## src/design/ide_host_signal_map.svh

```systemverilog
// Purpose: named constants of the host signal logic
// Assumes: included by its bare name
// Notes:   definitions only
`ifndef IDE_HOST_SIGNAL_MAP_SVH
`define IDE_HOST_SIGNAL_MAP_SVH
`define DD_W         16
`define DD_LO_W      8
`define DD_ZERO      16'h0000
`define DD_HI_ZERO   8'h00
`define SYNC_W       4
`define SYNC_DIOR    0
`define SYNC_DIOW    1
`define SYNC_GRANT   2
`define SYNC_HRST    3
`define SYNC_IDLE    4'hf
`define CMD_W        3
`define BIT_CLR      1'b0
`define BIT_SET      1'b1
`define DRIVE_0      1'b0
`define PIN_LOW      1'b0
`endif

```

## src/design/ide_host_signal_pkg.sv

```systemverilog
// Purpose: shared types of the host signal logic
// Assumes: ide_host_signal_map.svh holds the widths
// Notes:   command classes steer the first-block interrupt
`include "ide_host_signal_map.svh"
package ide_host_signal_pkg;
  typedef logic [`DD_W-1:0]   dd_t;
  typedef logic [`SYNC_W-1:0] sync_t;
  typedef enum logic [`CMD_W-1:0]
  {
    cmd_other        = 3'h0,
    cmd_format_track = 3'h1,
    cmd_write_sector = 3'h2,
    cmd_write_buffer = 3'h3,
    cmd_write_long   = 3'h4
  } cmd_class_e;
endpackage : ide_host_signal_pkg

```

## src/design/host_strobe_sync.sv

```systemverilog
// Purpose: two-flop synchroniser with edge detect for host strobes
// Assumes: all inputs idle high
// Notes:   stage one is read only by stage two
`timescale 1ns/1ps
`include "ide_host_signal_map.svh"
module host_strobe_sync
(
  input  wire logic                        i_mclk,
  input  wire logic                        i_resetn,
  input  wire ide_host_signal_pkg::sync_t  i_async,
  output ide_host_signal_pkg::sync_t       o_level,
  output ide_host_signal_pkg::sync_t       o_rise,
  output ide_host_signal_pkg::sync_t       o_fall
);
  import ide_host_signal_pkg::*;
  sync_t meta_reg;
  sync_t level_reg;
  sync_t prev_reg;

  // three stages: meta, level, previous level
  always_ff @(posedge i_mclk)
  begin
    if (!i_resetn)
    begin
      meta_reg  <= `SYNC_IDLE;
      level_reg <= `SYNC_IDLE;
      prev_reg  <= `SYNC_IDLE;
    end
    else
    begin
      meta_reg  <= i_async;
      level_reg <= meta_reg;
      prev_reg  <= level_reg;
    end
  end

  // edges from settled stages only
  assign o_level = level_reg;
  assign o_rise  = level_reg & ~prev_reg;
  assign o_fall  = ~level_reg & prev_reg;
endmodule : host_strobe_sync

```

## src/design/ide_device_host_signal_logic.sv

```systemverilog
// Purpose: drive-side logic of the host connector signals
// Assumes: address decode and register file sit outside
// Notes:   strobe edges pass a two-flop synchroniser; read capture and bus and ready enables use raw strobes
// Behaviour
// - drive selected register data on the bus; read completes at strobe rise
// - pull ready low while an access cannot yet be answered
// - release ready to high impedance when not stretching
// - cable select low gives drive 0, high gives drive 1
// - keep DMA request up while more data remains
// - interrupt pin driven when selected and unmasked; high only if pending
// - masked or unselected interrupt pin floats
// - reset, soft reset, command write or status read clear interrupt
// - each PIO data block start raises the interrupt, except a suppressed first block
// - four write-type commands skip the first block interrupt
// - wide-port signal pulled low on data port access when word ready
// - narrow transfers use low byte; wide ones all sixteen lines
// - raise DMA request when ready; strobe type picks direction
// - write data captured at write strobe rise
`timescale 1ns/1ps
`include "ide_host_signal_map.svh"
module ide_device_host_signal_logic
(
  input  wire logic                             i_mclk,
  input  wire logic                             i_resetn,
  // host connector pins
  input  wire logic                             i_host_reset_n,
  input  wire logic                             i_dior_n,
  input  wire logic                             i_diow_n,
  input  wire logic                             i_dma_grant_n,
  input  wire logic                             i_cable_sel,
  input  wire ide_host_signal_pkg::dd_t         i_dd,
  output ide_host_signal_pkg::dd_t              o_dd,
  output logic                                  o_dd_oe,
  output logic                                  o_iordy_out,
  output logic                                  o_iordy_oe,
  output logic                                  o_iocs16_out,
  output logic                                  o_iocs16_oe,
  output logic                                  o_intrq_out,
  output logic                                  o_intrq_oe,
  output logic                                  o_dmarq,
  // decoded address of the current access
  input  wire logic                             i_cs_active,
  input  wire logic                             i_addr_data,
  input  wire logic                             i_addr_status,
  input  wire logic                             i_addr_command,
  // drive-side status and control
  input  wire ide_host_signal_pkg::dd_t         i_rd_data,
  input  wire logic                             i_busy,
  input  wire logic                             i_word_ready,
  input  wire logic                             i_dma_ready,
  input  wire logic                             i_dev_bit,
  input  wire logic                             i_nien,
  input  wire logic                             i_srst,
  input  wire logic                             i_irq_event,
  input  wire logic                             i_block_start,
  input  wire logic                             i_first_block,
  input  wire ide_host_signal_pkg::cmd_class_e  i_cmd_class,
  output logic                                  o_drive_num,
  output logic                                  o_selected,
  output logic                                  o_rd_done,
  output logic                                  o_wr_done,
  output ide_host_signal_pkg::dd_t              o_wr_data,
  output logic                                  o_wr_wide,
  output logic                                  o_dma_rd_done,
  output logic                                  o_dma_wr_done,
  output logic                                  o_host_reset,
  output logic                                  o_irq_pending
);
  import ide_host_signal_pkg::*;

  // keep the low byte always, high byte only on a wide transfer
  function automatic dd_t lane_mask(input dd_t data, input logic wide);
    lane_mask = wide ? data : {`DD_HI_ZERO, data[`DD_LO_W-1:0]};
  endfunction : lane_mask

  sync_t raw_pins;
  sync_t lvl;
  sync_t rise;
  dd_t   dd_meta_reg;
  dd_t   dd_pipe_reg;
  dd_t   wr_hold_reg;
  dd_t   wr_data_reg;
  dd_t   rd_out_reg;
  logic  wide_now;
  logic  rd_wide_reg;
  logic  wr_wide_reg;
  logic  wr_wide_hold_reg;
  logic  rd_done_reg;
  logic  wr_done_reg;
  logic  dma_rd_reg;
  logic  dma_wr_reg;
  logic  dmarq_reg;
  logic  drive_reg;
  logic  strap_done_reg;
  logic  grant;
  logic  host_reset;
  logic  access;
  logic  irq_clear;
  logic  irq_pending;

  // bundle the asynchronous pins for the synchroniser
  always_comb
  begin
    raw_pins              = `SYNC_IDLE;
    raw_pins[`SYNC_DIOR]  = i_dior_n;
    raw_pins[`SYNC_DIOW]  = i_diow_n;
    raw_pins[`SYNC_GRANT] = i_dma_grant_n;
    raw_pins[`SYNC_HRST]  = i_host_reset_n;
  end

  host_strobe_sync u_sync
  (
    .i_mclk   (i_mclk),
    .i_resetn (i_resetn),
    .i_async  (raw_pins),
    .o_level  (lvl),
    .o_rise   (rise),
    .o_fall   ()
  );

  assign grant      = !lvl[`SYNC_GRANT];
  assign host_reset = !lvl[`SYNC_HRST];
  assign wide_now   = i_addr_data && i_word_ready;

  // data bus pipeline aligned with the strobe synchroniser
  always_ff @(posedge i_mclk)
  begin
    if (!i_resetn)
    begin
      dd_meta_reg <= `DD_ZERO;
      dd_pipe_reg <= `DD_ZERO;
    end
    else
    begin
      dd_meta_reg <= i_dd;
      dd_pipe_reg <= dd_meta_reg;
    end
  end

  // hold the last word seen while the write strobe was low
  always_ff @(posedge i_mclk)
  begin
    if (!i_resetn)
    begin
      wr_hold_reg      <= `DD_ZERO;
      wr_wide_hold_reg <= `BIT_CLR;
    end
    else if (!lvl[`SYNC_DIOW])
    begin
      wr_hold_reg      <= dd_pipe_reg;
      wr_wide_hold_reg <= wide_now;
    end
  end

  // write completes on the synchronised strobe rise
  always_ff @(posedge i_mclk)
  begin
    if (!i_resetn)
    begin
      wr_data_reg <= `DD_ZERO;
      wr_wide_reg <= `BIT_CLR;
      wr_done_reg <= `BIT_CLR;
      dma_wr_reg  <= `BIT_CLR;
    end
    else
    begin
      wr_done_reg <= rise[`SYNC_DIOW] && !grant;
      dma_wr_reg  <= rise[`SYNC_DIOW] && grant;
      if (rise[`SYNC_DIOW])
      begin
        wr_data_reg <= lane_mask(wr_hold_reg, wr_wide_hold_reg);
        wr_wide_reg <= wr_wide_hold_reg;
      end
    end
  end

  // read data follows the register while the strobe is low
  always_ff @(posedge i_mclk)
  begin
    if (!i_resetn)
    begin
      rd_out_reg  <= `DD_ZERO;
      rd_wide_reg <= `BIT_CLR;
    end
    else if (!i_dior_n)
    begin
      rd_out_reg  <= lane_mask(i_rd_data, wide_now);
      rd_wide_reg <= wide_now;
    end
  end

  // read completes on the synchronised strobe rise
  always_ff @(posedge i_mclk)
  begin
    if (!i_resetn)
    begin
      rd_done_reg <= `BIT_CLR;
      dma_rd_reg  <= `BIT_CLR;
    end
    else
    begin
      rd_done_reg <= rise[`SYNC_DIOR] && !grant;
      dma_rd_reg  <= rise[`SYNC_DIOR] && grant;
    end
  end

  // bus driven for the whole read strobe so it holds to the rise
  assign o_dd_oe = !i_dior_n && (i_cs_active || grant);
  assign o_dd    = rd_out_reg;

  // stretch an access the drive cannot answer yet
  assign access      = i_cs_active && (!i_dior_n || !i_diow_n);
  assign o_iordy_oe  = access && i_busy;
  assign o_iordy_out = `PIN_LOW;

  // wide-port indication, open collector
  assign o_iocs16_oe  = i_cs_active && wide_now;
  assign o_iocs16_out = `PIN_LOW;

  // request level follows data readiness
  always_ff @(posedge i_mclk)
  begin
    if (!i_resetn)
      dmarq_reg <= `BIT_CLR;
    else
      dmarq_reg <= i_dma_ready;
  end

  // cable select strap caught once after reset release
  always_ff @(posedge i_mclk)
  begin
    if (!i_resetn)
    begin
      drive_reg      <= `DRIVE_0;
      strap_done_reg <= `BIT_CLR;
    end
    else if (!strap_done_reg)
    begin
      drive_reg      <= i_cable_sel;
      strap_done_reg <= `BIT_SET;
    end
  end

  // interrupt clears from host and register events
  assign irq_clear = host_reset || i_srst ||
                     (wr_done_reg && i_addr_command) ||
                     (rd_done_reg && i_addr_status);

  intrq_ctrl u_intrq
  (
    .i_mclk        (i_mclk),
    .i_resetn      (i_resetn),
    .i_irq_event   (i_irq_event),
    .i_block_start (i_block_start),
    .i_first_block (i_first_block),
    .i_cmd_class   (i_cmd_class),
    .i_clear       (irq_clear),
    .i_selected    (o_selected),
    .i_nien        (i_nien),
    .o_pending     (irq_pending),
    .o_intrq_out   (o_intrq_out),
    .o_intrq_oe    (o_intrq_oe)
  );

  assign o_selected    = (i_dev_bit == drive_reg);
  assign o_drive_num   = drive_reg;
  assign o_dmarq       = dmarq_reg;
  assign o_rd_done     = rd_done_reg;
  assign o_wr_done     = wr_done_reg;
  assign o_wr_data     = wr_data_reg;
  assign o_wr_wide     = wr_wide_reg;
  assign o_dma_rd_done = dma_rd_reg;
  assign o_dma_wr_done = dma_wr_reg;
  assign o_host_reset  = host_reset;
  assign o_irq_pending = irq_pending;

  property p_rd_done;
    @(posedge i_mclk) disable iff (!i_resetn)
    (rise[`SYNC_DIOR] && !grant) |=> o_rd_done && !o_dma_rd_done;
  endproperty
  a_rd_done: assert property (p_rd_done) else $error("read completion missed");
  property p_iordy;
    @(posedge i_mclk) disable iff (!i_resetn)
    o_iordy_oe |-> (i_busy && i_cs_active && o_iordy_out == `PIN_LOW);
  endproperty
  a_iordy: assert property (p_iordy) else $error("ready held without cause");
  property p_iordy_rel;
    @(posedge i_mclk) disable iff (!i_resetn)
    (!i_busy || !access) |-> !o_iordy_oe;
  endproperty
  a_iordy_rel: assert property (p_iordy_rel) else $error("ready not released");
  property p_strap;
    @(posedge i_mclk) disable iff (!i_resetn)
    strap_done_reg && $past(strap_done_reg) |-> $stable(o_drive_num);
  endproperty
  a_strap: assert property (p_strap) else $error("drive number moved");
  property p_dmarq;
    @(posedge i_mclk) disable iff (!i_resetn)
    i_dma_ready |=> o_dmarq;
  endproperty
  a_dmarq: assert property (p_dmarq) else $error("dma request dropped");
  property p_dma_dir;
    @(posedge i_mclk) disable iff (!i_resetn)
    (rise[`SYNC_DIOW] && grant) |=> o_dma_wr_done && !o_wr_done;
  endproperty
  a_dma_dir: assert property (p_dma_dir) else $error("dma write not seen");
  property p_wr_data;
    @(posedge i_mclk) disable iff (!i_resetn)
    rise[`SYNC_DIOW] |=> o_wr_data == lane_mask($past(wr_hold_reg), $past(wr_wide_hold_reg));
  endproperty
  a_wr_data: assert property (p_wr_data) else $error("write data wrong");
  property p_narrow;
    @(posedge i_mclk) disable iff (!i_resetn)
    !rd_wide_reg |-> o_dd[`DD_W-1:`DD_LO_W] == `DD_HI_ZERO;
  endproperty
  a_narrow: assert property (p_narrow) else $error("high byte on narrow read");
  property p_iocs16;
    @(posedge i_mclk) disable iff (!i_resetn)
    o_iocs16_oe |-> (i_addr_data && i_word_ready && o_iocs16_out == `PIN_LOW);
  endproperty
  a_iocs16: assert property (p_iocs16) else $error("wide port flagged wrongly");
  property p_cmd_clear;
    @(posedge i_mclk) disable iff (!i_resetn)
    (o_wr_done && i_addr_command && !i_irq_event && !i_block_start) |=> !o_irq_pending;
  endproperty
  a_cmd_clear: assert property (p_cmd_clear) else $error("command write kept intrq");
  property p_sync;
    @(posedge i_mclk) disable iff (!i_resetn)
    $fell(i_dior_n) |-> !rise[`SYNC_DIOR];
  endproperty
  a_sync: assert property (p_sync) else $error("strobe edge too early");
endmodule : ide_device_host_signal_logic

```

## src/design/intrq_ctrl.sv

```systemverilog
// Purpose: pending interrupt, masking and clearing toward the host
// Assumes: clear and event inputs are one-cycle pulses
// Notes:   a set in the same cycle as a clear wins
`timescale 1ns/1ps
`include "ide_host_signal_map.svh"
module intrq_ctrl
(
  input  wire logic                             i_mclk,
  input  wire logic                             i_resetn,
  input  wire logic                             i_irq_event,
  input  wire logic                             i_block_start,
  input  wire logic                             i_first_block,
  input  wire ide_host_signal_pkg::cmd_class_e  i_cmd_class,
  input  wire logic                             i_clear,
  input  wire logic                             i_selected,
  input  wire logic                             i_nien,
  output logic                                  o_pending,
  output logic                                  o_intrq_out,
  output logic                                  o_intrq_oe
);
  import ide_host_signal_pkg::*;
  logic pending_reg;
  logic suppress;
  logic set_now;

  // first block of these write-type commands raises no interrupt
  assign suppress = i_first_block &&
                    ((i_cmd_class == cmd_format_track) ||
                     (i_cmd_class == cmd_write_sector) ||
                     (i_cmd_class == cmd_write_buffer) ||
                     (i_cmd_class == cmd_write_long));
  assign set_now  = i_irq_event || (i_block_start && !suppress);

  // pending flag, set beats clear
  always_ff @(posedge i_mclk)
  begin
    if (!i_resetn)
      pending_reg <= `BIT_CLR;
    else if (set_now)
      pending_reg <= `BIT_SET;
    else if (i_clear)
      pending_reg <= `BIT_CLR;
  end

  // pin drives only when selected and unmasked
  assign o_pending   = pending_reg;
  assign o_intrq_oe  = i_selected && !i_nien;
  assign o_intrq_out = pending_reg;

  property p_gate;
    @(posedge i_mclk) disable iff (!i_resetn)
    o_intrq_oe |-> (i_selected && !i_nien);
  endproperty
  a_gate: assert property (p_gate) else $error("intrq driven while masked");

  property p_float;
    @(posedge i_mclk) disable iff (!i_resetn)
    (i_nien || !i_selected) |-> !o_intrq_oe;
  endproperty
  a_float: assert property (p_float) else $error("intrq not released");

  property p_clear;
    @(posedge i_mclk) disable iff (!i_resetn)
    (i_clear && !set_now) |=> !o_intrq_out;
  endproperty
  a_clear: assert property (p_clear) else $error("intrq not cleared");

  property p_block;
    @(posedge i_mclk) disable iff (!i_resetn)
    (i_block_start && !i_first_block) |=> o_intrq_out;
  endproperty
  a_block: assert property (p_block) else $error("block start lost");

  property p_first;
    @(posedge i_mclk) disable iff (!i_resetn)
    (i_block_start && i_first_block && i_cmd_class == cmd_write_long
     && !i_irq_event && !o_pending) |=> !o_intrq_out;
  endproperty
  a_first: assert property (p_first) else $error("first block raised intrq");
endmodule : intrq_ctrl

```

## config.mk

```make
export PLATFORM = sky130hd
export DESIGN_NAME = ide_device_host_signal_logic
export DESIGN_NICKNAME = d
export VERILOG_FILES = /design/src/design/ide_host_signal_pkg.sv /design/src/design/host_strobe_sync.sv /design/src/design/ide_device_host_signal_logic.sv /design/src/design/intrq_ctrl.sv
export VERILOG_INCLUDE_DIRS = /design/src /design/src/design
export SDC_FILE = /design/constraint.sdc
export NUM_CORES = 1
export LEC_CHECK = 0
export ABC_AREA = 1
export BUFFER_PORTS_ARGS = -buffer_cell sky130_fd_sc_hd__buf_2
export CAP_MARGIN = 20
export CORE_UTILIZATION = 46
export CTS_CLUSTER_SIZE = 10
export DETAILED_ROUTE_END_ITERATION = 16
export PLACE_DENSITY = 0.82
export SLEW_MARGIN = 20
export SYNTH_ARGS = -nofsm -noshare
export SYNTH_HDL_FRONTEND = slang
export SYNTH_SLANG_ARGS = --single-unit
```

## constraint.sdc

```tcl
create_clock -name i_mclk -period 2.5 [get_ports i_mclk]
set_input_delay 0.125 -clock i_mclk [delete_from_list [all_inputs] [get_ports i_mclk]]
set_output_delay 0.125 -clock i_mclk [all_outputs]
set_load 0.005 [all_outputs]
```

-- Word-level counts from Yosys, hierarchy flattened
Cells that the tools add are included.
- div/mod/pow operators: 0
- add/sub/neg operators: 0
- shifts and indexed selects: 0
- mux-type cells: 5
- $lt $le $gt $ge: 0
- equality and inequality tests: 5
- reduce and logical (&&, ||, !) cells: 30
- multipliers: 0
- bitwise logic cells: 2
- operators by type and width (cell ; number):
    two-way mux 16 bit ; 2
    logical AND 1 bit ; 14
    logical OR 1 bit ; 9
    == test 3 x 2 -> 1 bit, second input constant ; 2
    logical NOT 1 bit ; 6
    == test 3 x 1 -> 1 bit, second input constant ; 1
    == test 3 bit, second input constant ; 1
    two-way mux 1 bit ; 3
    bitwise AND 2 bit ; 1
    NOT 2 bit ; 1
    nonzero test 2 bit ; 1
    == test 1 bit ; 1
- flip-flop bits (word level): 100
- RAM bits: 0
- memory bits (read-only): 0
- input bits: 55
- memories kept: 0
- latch bits: 0
- output and inout bits: 49
- logic and storage cells: 60

-- Depth between registers and ports, before layout
- word-level depth: 9
- gate-level depth with buffers: 7
- depth with buffers taken out: 5

-- Hierarchy
From an unflattened synthesis, not the netlist that was laid out.
- cells, all modules: 433
- area, all modules: 3567.2 sq um
- by module, submodules not included (module ; cells each ; times used ; area each (sq um) ; sequential area each (sq um)):
    ide_device_host_signal_logic ; 370 ; 1 ; 3099.2 ; 1781.7
    host_strobe_sync ; 49 ; 1 ; 386.6 ; 240.2
    intrq_ctrl ; 14 ; 1 ; 81.3 ; 20.0

-- Least setup slack after synthesis
Ideal clock, no wire load.
- path kind: reg2reg
- from: register u_sync.level_reg[1], in the netlist u_sync.o_level[1]
- to: register wr_data_reg[0], in the netlist o_wr_data[0]
- period minus slack after synthesis: 1029 ps
- data arrival time: 913 ps
- data required time: 2384 ps
- path buffers: 2
- slack: 1471 ps
- stages on the path, launching flop included: 8
- cells stage by stage: dfxtp_1 buf_6 inv_6 nor2_8 inv_6 buf_12 nor2_1 nor2_1
- longest elaborated chain between the ends: 1
- RTL lines (what ; line ; RTL):
    start, declared ; host_strobe_sync.sv:17 ; sync_t level_reg;
    start signal, assigned ; host_strobe_sync.sv:26 ; level_reg <= `SYNC_IDLE;
    start signal, assigned ; host_strobe_sync.sv:32 ; level_reg <= meta_reg;
    bitwise AND 2 bit ; host_strobe_sync.sv:39 ; assign o_rise = level_reg & ~prev_reg;
    end signal, assigned ; ide_device_host_signal_logic.sv:160 ; wr_data_reg <= `DD_ZERO;
    end signal, assigned ; ide_device_host_signal_logic.sv:171 ; wr_data_reg <= lane_mask(wr_hold_reg, wr_wide_hold_reg);
    end, declared ; ide_device_host_signal_logic.sv:82 ; dd_t wr_data_reg;
No other way between the ends.
A chain may end at the register's enable or synchronous reset.

-- Worst setup path after layout
- from: register u_sync.level_reg[1], in the netlist u_sync.o_level[1]
- to: register wr_data_reg[13], in the netlist o_wr_data[13]
The elaborated chain is that of the path after synthesis.

==> results by group <==
Clock tree
  • Num CTS Buffers: 9
  • Clock tree buffer depth: 2
  • Clock Root Buffer: clkbuf_8
  • # clock sinks: 100
  • Clk_lat worst skew: 0.35 ns
  • Clk slew on worst S/H paths: 0.09 ns
  • H-tree depth: 3
  • TritonCTS clock tree: yes

Worst setup path
  • Slowest-stage cell, CP: dfxtp_1
  • Worst r2r path cells: 4
  • Critical Path RT: 2.79 ns
  • Crit path top cell by count: nand2_1
  • Flop-to-flop setup slack: 1.02 ns
  • RR Endpoint: o_wr_data[13]
  • Critical path cell sequence: nand2_1 -> nor2_4 -> nand2_1 -> a21oi_2
  • Worst Setup Start Kind: register
  • Crit. End Element: register
  • Critical path fanouts, max: 18
  • Reg2reg start: u_sync.o_level[1]
  • Arrival @ worst endpoint: 1.77 ns
  • Critical path type: register to register
  • Worst path max stage delay: 0.71 ns

Drt
  • Routed Antenna Nets: 0
  • Avg Vias per Cell: 4.33
  • Vias: 2611
  • Wire per inst: 10.2 um
  • Residual DRC: 0
  • Initial DRC Count: 137
  • 1st-pass router iterations: 4
  • Total Wirelength: 6130 um

Die
  • Rows: 30
  • Die height: 86.6 um
  • Die area: 0.00750 mm^2
  • Initial core utilization: 48.0%
  • Placeable Area: 0.00687 mm^2
  • Die width: 86.6 um
  • Io pins: 104

Pwr
  • Leak: 2.18 nW
  • Maximum VDD drop: 376 uV
  • Pwr dens: 725 mW/mm^2

STA
  • Setup violations, final: 0
  • Final min period: 1.48 ns
  • Setup Skew: 0.00694 ns
  • Final Slew Violations: 0
  • Hold WS: 0.00689 ns
  • Final Hold Fails: 0
  • Worst slew pin tran: 0.654 ns
  • Max Fclk: 0.676 GHz
  • Slew Limit Headroom: 56.3%
  • Final setup TNS: 0 ns
  • Final Cycle Share: 59.2%
  • Worst path setup slack after routing: 1.02 ns
  • RSZ-0062 raised after global routing: false

Logic synthesis
  • Post-synth EDFFs: 0
  • Seq/Total Area, Yosys: 60.8%
  • Yosys warnings: 0
  • Post-synthesis cell area: 0.00329 mm^2
  • Mapped Cells: 388
  • Avg Cell Area, Syn: 8.49 um^2
  • Post-synth cell types: 24
  • Top FF cell, synth: dfxtp_1
  • Post-synth top area share: 60.8%
  • Synth area leader: dfxtp_1
  • Synth top area cells: dfxtp_1 (61%), nand2_1 (9.7%), nor2_1 (5.9%)
  • Flops & latches, synth: 100
  • Async set-reset flop share out of synthesis: 0%

Global route
  • Total track usage: 17.0%
  • Vias in the first global route: 2357
  • Initial antenna violation count: 0
  • Total grt overflow: 0
  • Pin count of the biggest net entering global routing: 32
  • First-pass GRT wire length: 9940 um

Cells and area
  • Antenna cell count: 0
  • Proportion of layout cells with a drive suffix above 1: 27.0%
  • Nets: 558
  • Area delta synth->final: 29.3%

Outcome
  • Status: finished clean

Worst hold path
  • WHS Path Cells: 3
  • Hold Path Sink: o_dd[5]
  • Hold Startpoint: i_rd_data[5]
  • Type of the tightest min-delay check: input port to register

Placement
  • Placement Setup Slack: 1.04 ns
  • Post-DP HPWL: 4220 um
  • Port bufs: 101
  • Global placement routability congestion: 0.765

Job
  • Max-Cap Viols: 0
## cells in the final DEF (no fill, tap or decap), types with 2 or more instances in the layout
master	synthesis	final
o21ai_0	34	34
nor2_1	52	52
or2_2	9	9
conb_1	1	2
clkbuf_8	0	10
dlygate4sd3_1	0	20
nor3_2	2	2
bufinv_16	0	3
inv_6	2	2
nand2_2	2	2
nand2_1	85	85
buf_2	6	101
nand3_1	2	2
inv_1	43	43
dfxtp_1	100	100
a21oi_1	28	28
nor3_1	2	2
a21oi_2	2	2
buf_4	3	2
## critical path: cells and delay by family, from the launching register on
kind             cells  cell delay [ns]
AO/OA/AOI/OAI        1             0.14
flip-flops           1             0.71
AND/OR/NAND/NOR      3             0.57
## metal layers
metal / GRT usage [%] / share of wire (%) / vias to the layer above
met5: 0 / 0 / -
met4: 8.94 / 2.2 / 0
met3: 3.05 / 3.7 / 12
met2: 29.9 / 48 / 65
met1: 19.8 / 47 / 1126
li1: - / - / 1408
## worst max-delay path by stage
| stage | start | to | slack [ns] | cells past startpoint |
|---|---|---|---|---|
| after floorplan | u_sync.o_level[1] | o_wr_data[0] | 1.47 | 7 |
| after global placement | u_sync.o_level[1] | o_wr_data[13] | 1.12 | 4 |
| after detailed placement | u_sync.o_level[1] | o_wr_data[14] | 1.04 | 4 |
| after CTS | u_sync.o_level[1] | o_wr_data[14] | 1.01 | 4 |
| after global routing | u_sync.o_level[1] | o_wr_data[10] | 0.79 | 4 |
| final | u_sync.o_level[1] | o_wr_data[13] | 1.02 | 4 |
## cell families after synthesis
family / Yosys count / synth area share, %
AOI/OAI and AO/OA: 65 / 10.1
other: 1 / 0.114
DFF: 100 / 60.8
buffers and inverters: 66 / 9.11
and+or+nand+nor: 156 / 19.9
## per-stage QoR
| step | cell area, um^2 | std cells | utilization (%) | power [mW] |
|---|---|---|---|---|
| after floorplan | 3300 | 389 | - | 1.83 |
| after CTS | 4260 | 603 | 62.0 | 3.11 |
| final | 4260 | 603 | 62.0 | 3.09 |
| after detailed placement | 3820 | 568 | 55.6 | 1.92 |
| after global routing | 4260 | 603 | 62.0 | 3.21 |
| after global placement | 3820 | 568 | 55.6 | 1.91 |
## Yosys cell counts (2+ instances only)
cell and instances:
a21oi_1 28, a21oi_2 2, buf_2 6, buf_4 3, clkbuf_1 8, dfxtp_1 100, inv_1 43, inv_6 2
nand2_1 85, nand2_2 2, nand3_1 2, nor2_1 52, nor3_1 2, nor3_2 2, o21ai_0 34, or2_2 9
## area by class of cell
| type | count | area [um^2] |
|---|---|---|
| clock buffer | 11 | 141 |
| clock inverter | 4 | 97.6 |
| fill | 595 | 2610 |
| inverter | 46 | 183 |
| multi-input combinational | 223 | 996 |
| sequential | 100 | 2000 |
| tap | 96 | 120 |
| timing repair buffer | 123 | 721 |
## repair_timing
action,CTS,global route
hold buffers,20,0
buffers inserted,0,0
endpoints found under the hold margin,20,0
resized for setup,0,0
## report_power, final
part | switching (mW) | total (mW) | internal, mW
registers | 0.0287 | 1.69 | 1.66
clock network | 0.495 | 1.18 | 0.687
logic | 0.110 | 0.220 | 0.110
total | 0.634 | 3.09 | 2.45
(Power assumes the default switching activity.)
